==> src/logic/psl_pkg.sv <==
/*
 * psl_pkg: constants shared by the polling snapshot and log pointer block.
 * Assumes a single 100 MHz system clock and an active-low asynchronous reset.
 */
package psl_pkg;
    // ==========================================================
    // control register trigger
    localparam logic [15:0] PSL_POLL_TRIGGER = 16'h4E20; // decimal 20000

    // ==========================================================
    // widths and reset values
    localparam int PSL_DW = 32;
    localparam logic [31:0] PSL_PTR_START = 32'h0000_0001;
    localparam logic [31:0] PSL_ZERO = 32'h0000_0000;
    localparam logic [31:0] PSL_INTV_MAX_DEF = 32'h0000_0F00;
    localparam logic [31:0] PSL_DAILY_MAX_DEF = 32'h0000_0300;
    localparam logic [31:0] PSL_EVENT_MAX_DEF = 32'h0000_0400;

    // ==========================================================
    // unit conversion: scale is unsigned 16.16 fixed point
    localparam int PSL_SCALE_FRAC = 16;
    localparam logic [1:0] PSL_UNIT_BASE = 2'h0;

    // ==========================================================
    // flow calculation parameter slots
    localparam int PSL_SLOTS = 16;
    localparam int PSL_SLOT_AW = 4;
    // bit i set: slot i+1 reserved under the turbine method (slots 5-9, 12-14, 16)
    localparam logic [15:0] PSL_TURB_RSVD = 16'hB9F0;

    typedef enum logic [1:0] {
        PSL_CALC_ORIFICE,
        PSL_CALC_ISO,
        PSL_CALC_CONE,
        PSL_CALC_TURBINE
    } psl_method_t;
endpackage : psl_pkg

==> src/logic/psl_polling_log.sv <==
/*
 * psl_polling_log: polling snapshot registers, log pointers, unit views and
 * method-dependent parameter slots of a flow computer register bank.
 * Assumes all inputs synchronous to sys_clk_in; the bus decode lives outside.
 */
`timescale 1ns/1ps
module psl_polling_log #(
    parameter logic [31:0] INTV_MAX = psl_pkg::PSL_INTV_MAX_DEF,
    parameter logic [31:0] DAILY_MAX = psl_pkg::PSL_DAILY_MAX_DEF,
    parameter logic [31:0] EVENT_MAX = psl_pkg::PSL_EVENT_MAX_DEF
) (
    // clock and reset
    input wire logic sys_clk_in,
    input wire logic rst_n_in,
    // control register write
    input wire logic ctrl_wr_in,
    input wire logic [15:0] ctrl_wdata_in,
    // accumulation samples
    input wire logic acc_valid_in,
    input wire logic [31:0] acc_volume_in,
    input wire logic [31:0] acc_value_in,
    input wire logic [31:0] acc_time_in,
    // unit settings
    input wire logic [1:0] unit_sel_in,
    input wire logic [31:0] unit_scale_in,
    input wire logic [31:0] unit_offset_in,
    // new log record strobes
    input wire logic intv_rec_in,
    input wire logic daily_rec_in,
    input wire logic event_rec_in,
    // parameter slots
    input wire psl_pkg::psl_method_t method_in,
    input wire logic prm_wr_in,
    input wire logic [3:0] prm_wr_slot_in,
    input wire logic [31:0] prm_wdata_in,
    input wire logic [3:0] prm_rd_slot_in,
    output logic [31:0] prm_rd_data_out,
    // polling views
    output logic [31:0] poll_index_out,
    output logic [31:0] cur_volume_out,
    output logic [31:0] cur_value_sum_out,
    output logic [31:0] cur_samples_out,
    output logic [31:0] cur_time_out,
    output logic [31:0] prev_volume_base_out,
    output logic [31:0] prev_volume_conf_out,
    output logic [31:0] prev_value_sum_out,
    output logic [31:0] prev_samples_out,
    output logic [31:0] prev_time_out,
    output logic poll_done_out,
    // log pointers and logged data
    output logic [31:0] intv_ptr_out,
    output logic [31:0] daily_ptr_out,
    output logic [31:0] event_ptr_out,
    output logic [31:0] log_volume_out
);
    import psl_pkg::*;

    logic poll_trig;
    logic [31:0] conf_next;
    logic [63:0] scaled;
    logic [31:0] mem_rd;
    logic [3:0] rd_slot_reg;
    psl_method_t rd_method_reg;

    // ==========================================================
    // trigger decode
    function automatic logic psl_is_trigger(input logic wr, input logic [15:0] data);
        return wr && (data == PSL_POLL_TRIGGER);
    endfunction : psl_is_trigger

    assign poll_trig = psl_is_trigger(ctrl_wr_in, ctrl_wdata_in);

    // ==========================================================
    // current accumulators: a sample in the trigger cycle opens the new period
    always_ff @(posedge sys_clk_in or negedge rst_n_in) begin
        if (!rst_n_in) begin
            cur_volume_out <= PSL_ZERO;
            cur_value_sum_out <= PSL_ZERO;
            cur_samples_out <= PSL_ZERO;
            cur_time_out <= PSL_ZERO;
        end else if (poll_trig) begin
            cur_volume_out <= acc_valid_in ? acc_volume_in : PSL_ZERO;
            cur_value_sum_out <= acc_valid_in ? acc_value_in : PSL_ZERO;
            cur_samples_out <= acc_valid_in ? PSL_PTR_START : PSL_ZERO;
            cur_time_out <= acc_valid_in ? acc_time_in : PSL_ZERO;
        end else if (acc_valid_in) begin
            cur_volume_out <= cur_volume_out + acc_volume_in;
            cur_value_sum_out <= cur_value_sum_out + acc_value_in;
            cur_samples_out <= cur_samples_out + PSL_PTR_START;
            cur_time_out <= cur_time_out + acc_time_in;
        end
    end

    // ==========================================================
    // configured-unit conversion of the current volume
    always_comb begin
        scaled = {32'h0000_0000, cur_volume_out} * {32'h0000_0000, unit_scale_in};
        if (unit_sel_in == PSL_UNIT_BASE) begin
            conf_next = cur_volume_out;
        end else begin
            conf_next = scaled[PSL_SCALE_FRAC +: 32] + unit_offset_in;
        end
    end

    // previous polling snapshot and index
    always_ff @(posedge sys_clk_in or negedge rst_n_in) begin
        if (!rst_n_in) begin
            prev_volume_base_out <= PSL_ZERO;
            prev_volume_conf_out <= PSL_ZERO;
            prev_value_sum_out <= PSL_ZERO;
            prev_samples_out <= PSL_ZERO;
            prev_time_out <= PSL_ZERO;
            poll_index_out <= PSL_ZERO;
            poll_done_out <= 1'b0;
        end else begin
            poll_done_out <= poll_trig;
            if (poll_trig) begin
                prev_volume_base_out <= cur_volume_out;
                prev_volume_conf_out <= conf_next;
                prev_value_sum_out <= cur_value_sum_out;
                prev_samples_out <= cur_samples_out;
                prev_time_out <= cur_time_out;
                poll_index_out <= poll_index_out + PSL_PTR_START;
            end
        end
    end

    // ==========================================================
    // log pointers
    function automatic logic [31:0] psl_ptr_step(input logic [31:0] ptr, input logic [31:0] max);
        return (ptr >= max) ? PSL_PTR_START : ptr + PSL_PTR_START;
    endfunction : psl_ptr_step

    always_ff @(posedge sys_clk_in or negedge rst_n_in) begin
        if (!rst_n_in) begin
            intv_ptr_out <= PSL_PTR_START;
            daily_ptr_out <= PSL_PTR_START;
            event_ptr_out <= PSL_PTR_START;
        end else begin
            if (intv_rec_in) begin
                intv_ptr_out <= psl_ptr_step(intv_ptr_out, INTV_MAX);
            end
            if (daily_rec_in) begin
                daily_ptr_out <= psl_ptr_step(daily_ptr_out, DAILY_MAX);
            end
            if (event_rec_in) begin
                event_ptr_out <= psl_ptr_step(event_ptr_out, EVENT_MAX);
            end
        end
    end

    // logged volume captured in base units on any new record
    always_ff @(posedge sys_clk_in or negedge rst_n_in) begin
        if (!rst_n_in) begin
            log_volume_out <= PSL_ZERO;
        end else if (intv_rec_in || daily_rec_in || event_rec_in) begin
            log_volume_out <= cur_volume_out;
        end
    end

    // ==========================================================
    // parameter slots: memory read then method mask
    psl_slot_mem #(
        .DW(PSL_DW),
        .AW(PSL_SLOT_AW)
    ) u_slot_mem (
        .sys_clk_in(sys_clk_in),
        .rst_n_in(rst_n_in),
        .wr_in(prm_wr_in),
        .wr_addr_in(prm_wr_slot_in),
        .wr_data_in(prm_wdata_in),
        .rd_addr_in(prm_rd_slot_in),
        .rd_data_out(mem_rd)
    );

    // slot number and method follow the memory latency
    always_ff @(posedge sys_clk_in or negedge rst_n_in) begin
        if (!rst_n_in) begin
            rd_slot_reg <= 4'h0;
            rd_method_reg <= PSL_CALC_ORIFICE;
        end else begin
            rd_slot_reg <= prm_rd_slot_in;
            rd_method_reg <= method_in;
        end
    end

    // reserved slots of the turbine method read as zero
    always_ff @(posedge sys_clk_in or negedge rst_n_in) begin
        if (!rst_n_in) begin
            prm_rd_data_out <= PSL_ZERO;
        end else if (rd_method_reg == PSL_CALC_TURBINE && PSL_TURB_RSVD[rd_slot_reg]) begin
            prm_rd_data_out <= PSL_ZERO;
        end else begin
            prm_rd_data_out <= mem_rd;
        end
    end

    // ==========================================================
    // checks
    chk_trig_index: assert property (@(posedge sys_clk_in) disable iff (!rst_n_in)
        poll_trig |=> poll_index_out == $past(poll_index_out) + 32'h0000_0001)
        else $error("polling index did not step on trigger");
    chk_other_value: assert property (@(posedge sys_clk_in) disable iff (!rst_n_in)
        (ctrl_wr_in && ctrl_wdata_in != 16'h4E20) |=> $stable(poll_index_out))
        else $error("non-trigger value started polling");
    chk_snapshot_copy: assert property (@(posedge sys_clk_in) disable iff (!rst_n_in)
        poll_trig |=> prev_volume_base_out == $past(cur_volume_out) && prev_time_out == $past(cur_time_out))
        else $error("previous polling copy wrong");
    chk_accum_clear: assert property (@(posedge sys_clk_in) disable iff (!rst_n_in)
        (poll_trig && !acc_valid_in) |=> cur_volume_out == 32'h0 && cur_samples_out == 32'h0)
        else $error("accumulators not cleared");
    chk_accum_add: assert property (@(posedge sys_clk_in) disable iff (!rst_n_in)
        (acc_valid_in && !poll_trig) |=> cur_time_out == $past(cur_time_out) + $past(acc_time_in))
        else $error("run time not accumulated");
    chk_base_view: assert property (@(posedge sys_clk_in) disable iff (!rst_n_in)
        (poll_trig && unit_sel_in == 2'h0) |=> prev_volume_conf_out == prev_volume_base_out)
        else $error("base selection altered the configured view");
    chk_intv_wrap: assert property (@(posedge sys_clk_in) disable iff (!rst_n_in)
        (intv_rec_in && intv_ptr_out >= INTV_MAX) |=> intv_ptr_out == 32'h1)
        else $error("interval pointer failed to wrap");
    chk_daily_step: assert property (@(posedge sys_clk_in) disable iff (!rst_n_in)
        (daily_rec_in && daily_ptr_out < DAILY_MAX) |=> daily_ptr_out == $past(daily_ptr_out) + 32'h1)
        else $error("daily pointer did not step");
    chk_ptr_range: assert property (@(posedge sys_clk_in) disable iff (!rst_n_in)
        event_ptr_out != 32'h0 && intv_ptr_out != 32'h0 && daily_ptr_out != 32'h0)
        else $error("log pointer reached zero");
    chk_slot_rsvd: assert property (@(posedge sys_clk_in) disable iff (!rst_n_in)
        (method_in == PSL_CALC_TURBINE && prm_rd_slot_in == 4'h4) ##2 1'b1 |-> prm_rd_data_out == 32'h0)
        else $error("reserved turbine slot not zero");

    cov_poll: cover property (@(posedge sys_clk_in) disable iff (!rst_n_in) poll_trig ##1 poll_trig);
    cov_poll_acc: cover property (@(posedge sys_clk_in) disable iff (!rst_n_in) poll_trig && acc_valid_in);
    cov_wrap: cover property (@(posedge sys_clk_in) disable iff (!rst_n_in)
        event_rec_in && event_ptr_out >= EVENT_MAX);
    cov_turbine: cover property (@(posedge sys_clk_in) disable iff (!rst_n_in)
        rd_method_reg == PSL_CALC_TURBINE);
endmodule : psl_polling_log

==> src/logic/psl_slot_mem.sv <==
/*
 * psl_slot_mem: small memory for the flow calculation parameter slots.
 * Assumes one write port and one read port on the system clock; read data registered.
 */
`timescale 1ns/1ps
module psl_slot_mem #(
    parameter int DW = 32,
    parameter int AW = 4
) (
    // clock and reset
    input wire logic sys_clk_in,
    input wire logic rst_n_in,
    // write port
    input wire logic wr_in,
    input wire logic [AW-1:0] wr_addr_in,
    input wire logic [DW-1:0] wr_data_in,
    // read port
    input wire logic [AW-1:0] rd_addr_in,
    output logic [DW-1:0] rd_data_out
);
    logic [DW-1:0] mem_reg [0:(1<<AW)-1];

    // ==========================================================
    // storage, no reset needed for the array
    always_ff @(posedge sys_clk_in) begin
        if (wr_in) begin
            mem_reg[wr_addr_in] <= wr_data_in;
        end
    end

    // registered read
    always_ff @(posedge sys_clk_in or negedge rst_n_in) begin
        if (!rst_n_in) begin
            rd_data_out <= '0;
        end else begin
            rd_data_out <= mem_reg[rd_addr_in];
        end
    end
endmodule : psl_slot_mem

==> config.mk <==
export PLATFORM = sky130hd
export DESIGN_NAME = psl_polling_log
export DESIGN_NICKNAME = d
export VERILOG_FILES = /design/src/logic/psl_pkg.sv /design/src/logic/psl_polling_log.sv /design/src/logic/psl_slot_mem.sv
export SDC_FILE = /design/constraint.sdc
export NUM_CORES = 2
export LEC_CHECK = 0
export ABC_AREA = 1
export BUFFER_PORTS_ARGS = -buffer_cell sky130_fd_sc_hd__buf_2
export CAP_MARGIN = 5
export CORE_MARGIN = 5
export CORE_UTILIZATION = 35
export DETAILED_ROUTE_END_ITERATION = 12
export HOLD_SLACK_MARGIN = 0.05
export REMOVE_ABC_BUFFERS = 1
export SETUP_SLACK_MARGIN = 0.2
export SLEW_MARGIN = 40
export SYNTH_ARGS = -nofsm -noshare
export SYNTH_HDL_FRONTEND = slang
export SYNTH_SLANG_ARGS = --single-unit
==> constraint.sdc <==
create_clock -name sys_clk_in -period 7.9 [get_ports sys_clk_in]
set_input_delay 0.79 -clock sys_clk_in [delete_from_list [all_inputs] [get_ports sys_clk_in]]
set_output_delay 0.79 -clock sys_clk_in [all_outputs]
set_load 0.1 [all_outputs]
==> results.md <==
- CP Buf/Inv Count: 11
- Crit-path max FO: 5
- CTS buffer count: 118
- Gate count of the mapped netlist: 8579
- CP Depth: 39
- Register bit total from synthesis: 1031
- Root Buffer: clkbuf_16
- Post-Synthesis Cell Area: a little under 80000 sq um
- RePlAce Congestion: 0.948
- Top cell family by delay on the critical path: adder cells
- RSZ-0062 raised after global routing: yes
- Slew headroom: 41.3%
- Flop-to-flop setup slack: -400 ps
- Clock period minus worst slack: 8300 ps
- MaxCap Viol Count: 0
- Fmax: 121 MHz
- Drt wl/cell: 21.9 um
- Port bufs: 708
- M1 GR Usage: 31.0%
- Critical R2R Capture: prev_volume_conf_out[31]$_DFFE_PN0P_
- Remaining Overflow, GRT: 0
- Initial antenna violation count: 102
- Num rows: 172
- Synth warnings: 0
- Max H-tree Level: 3
- Final setup fails: 21
- Failing checks: negative setup slack
- Largest area contributor in the netlist: fa_1
- Worst skew pair latency: between 800 and 900 ps
- Starting density of the core: 35.1%
- CP required: 8640 ps
- Startpoint types: register
- FF-to-FF path depth: 39
- Die X-Extent: 479 um
- DPL Wire Length: 216000 um
- CP Class: register to register
- 1st-pass router iterations: 5
- Maximum clock path buffer count: 3
- Clock transition at the registers of the reported paths: 60 ps
- Reg-to-reg critical path startpoint: cur_volume_out[7]$_DFFE_PN0P_
- Ratio of cells with drive above 1 in the final layout: 21.2%
- Yosys top cell area share: 20.3%
- Setup TNS Final: -5370 ps
- Crit path to: prev_volume_conf_out[31]$_DFFE_PN0P_
- Post-synthesis sequential area ratio: 36.8%
- Max reg flops: just over 500
- Slowest cell delay on critical path: 590 ps
- First-pass GRT wire length: 412000 um
- Fillers: 21300
- CORE AREA: 220000 sq um
- Die extent in y: 479 um
- Final Hold Fails: 0
- Count leader, synth: inv_1
- Setup ws final: -396 ps
- ANT nets after route: 0
- Post-synth top cells: 1863 x inv_1, 1750 x nand2_1, 782 x fa_1
- Post-synth EDFFs: 512
- DR vias: 63700
- GR Util All Layers: 23.8%
- Clock Sinks: 1031
- M2 GR Usage: 38.6%
- Worst hold path class: input port to register
- Syn avg cell area: 8.98 sq um
- Final WL: 280000 um
- Crit-path slowest cell: fa_2
- Iter 0 DRT Violations: ~4900
- Status: complete, but fails checks
- Busiest grt layer: met2
- Distinct cell type count after synthesis: 59
- Fin nets: 11000
- Post-synth ARST share: between 50% and 60%
- DRC Markers: 0
- Setup Skew: 57.9 ps
- Die area: around 230000 sq um
- Worst Path Arrival: about 9000 ps
- Crit share post-route: 105%
- Boundary Pins: 709
- Largest cells by area after synthesis: fa_1 20%, edfxtp_1 20%, dfrtp_1 17%
- Ys flop type: dfrtp_1
- GR Util met3: 5.43%
- Synth-to-layout area growth: 24.0%
- Largest net degree at the start of global routing: 140
- Least-Margin Pin Slew: 881 ps
- Crit path from: cur_volume_out[7]$_DFFE_PN0P_
- Crit path capture type: register
- DR vias/cell: 4.99
- CTS tree: done
- Fin. max-slew vios: 0
- Number of global-route vias before repair: 64700
routing by layer:
layer	share of wire, %	vias to the layer above
met3	7.8	498
met5	0.059	-
li1	-	29200
met4	4.2	26
met1	42	31800
met2	46	2156
cell families after synthesis:
kind of cell	Yosys count	share of synthesized area, %
AND/OR/NAND/NOR	2610	13.9
buffers and inverters	2258	11.0
AO/OA/AOI/OAI	1335	9.81
adder cells (fa/ha/maj)	1092	25.3
flip-flops	1031	36.8
multiplexers	128	1.66
XOR/XNOR	125	1.42
tightest hold or removal path, stage by stage:
cell and delay (ps):
buf_2 90, nand3_1 70, o221ai_1 60
placed cells by master (no fill, tap or decap), drive strengths merged, types with 5 or more instances in the layout:
cell type	n
nand4	74
a221oi	8
bufinv	7
o21bai	23
nor3	63
a21oi	436
or2	16
nand3	206
nand3b	9
mux2i	128
o21ai	550
xor2	84
dfrtp	516
xnor2	41
inv	1872
clkbuf	165
clkinv	44
a31oi	16
clkinvlp	10
o22ai	26
fa	782
a211oi	8
nor2	439
nand2	1757
o21a	22
o221ai	22
a31o	7
o211ai	168
diode	52
edfxtp	512
buf	1409
a21o	31
and3	5
a21boi	9
ha	310
nor4	36
layout make-up:
cell class | instances | area, sq um | share of cell area, %
Antenna cell | 52 | 130 | 0.136
Clock buffer | 160 | 3250 | 3.40
Clock inverter | 64 | 681 | 0.712
Inverter | 1869 | 7030 | 7.35
Multi-Input combinational cell | 5290 | 42500 | 44.5
Sequential cell | 1031 | 28400 | 29.7
Tap cell | 2871 | 3590 | 3.76
Timing Repair Buffer | 1417 | 10000 | 10.5
how the worst min path moves through the flow:
stage                                         start                                to  slack [ps]  cells past startpoint
2_1_floorplan   u_slot_mem.rd_data_out[0]$_DFF_PN0_      prm_rd_data_out[0]$_DFF_PN0_         410                      2
3_3_place_gp   u_slot_mem.rd_data_out[28]$_DFF_PN0_     prm_rd_data_out[28]$_DFF_PN0_         420                      2
3_5_place_dp   u_slot_mem.rd_data_out[28]$_DFF_PN0_     prm_rd_data_out[28]$_DFF_PN0_         420                      2
4_1_cts                             acc_value_in[4]  cur_value_sum_out[4]$_DFFE_PN0P_         180                      3
5_1_grt                             acc_value_in[2]  cur_value_sum_out[2]$_DFFE_PN0P_         230                      3
6_report                            acc_value_in[4]  cur_value_sum_out[4]$_DFFE_PN0P_         260                      3
through the flow:
stage                     area [sq um]  hold WS, ps  std cells  worst slack [ps]  util [%]
final                            95600          260      12800              -396      43.5
after global routing             95500          233      12700              -760      43.5
after CTS                        93900          178      12700              -336      42.8
after detailed placement         88200          424      12400             -1460      40.2
after global placement           88100          416      12400             -1340      40.1
after floorplan                  75600          413       8190              -824         -
what timing repair did:
item	4_1_cts	5_1_grt
setup endpoints to repair	27	28
gates resized for setup	331	284
hold buffers	3	0
cloned	2	3
endpoints found under the hold margin	38	0
buffers inserted	38	42
pin swaps	115	185
Power is left out: the tool's default activity adds up to more than one toggle a clock period on the data nets, which glitch-free logic cannot reach.
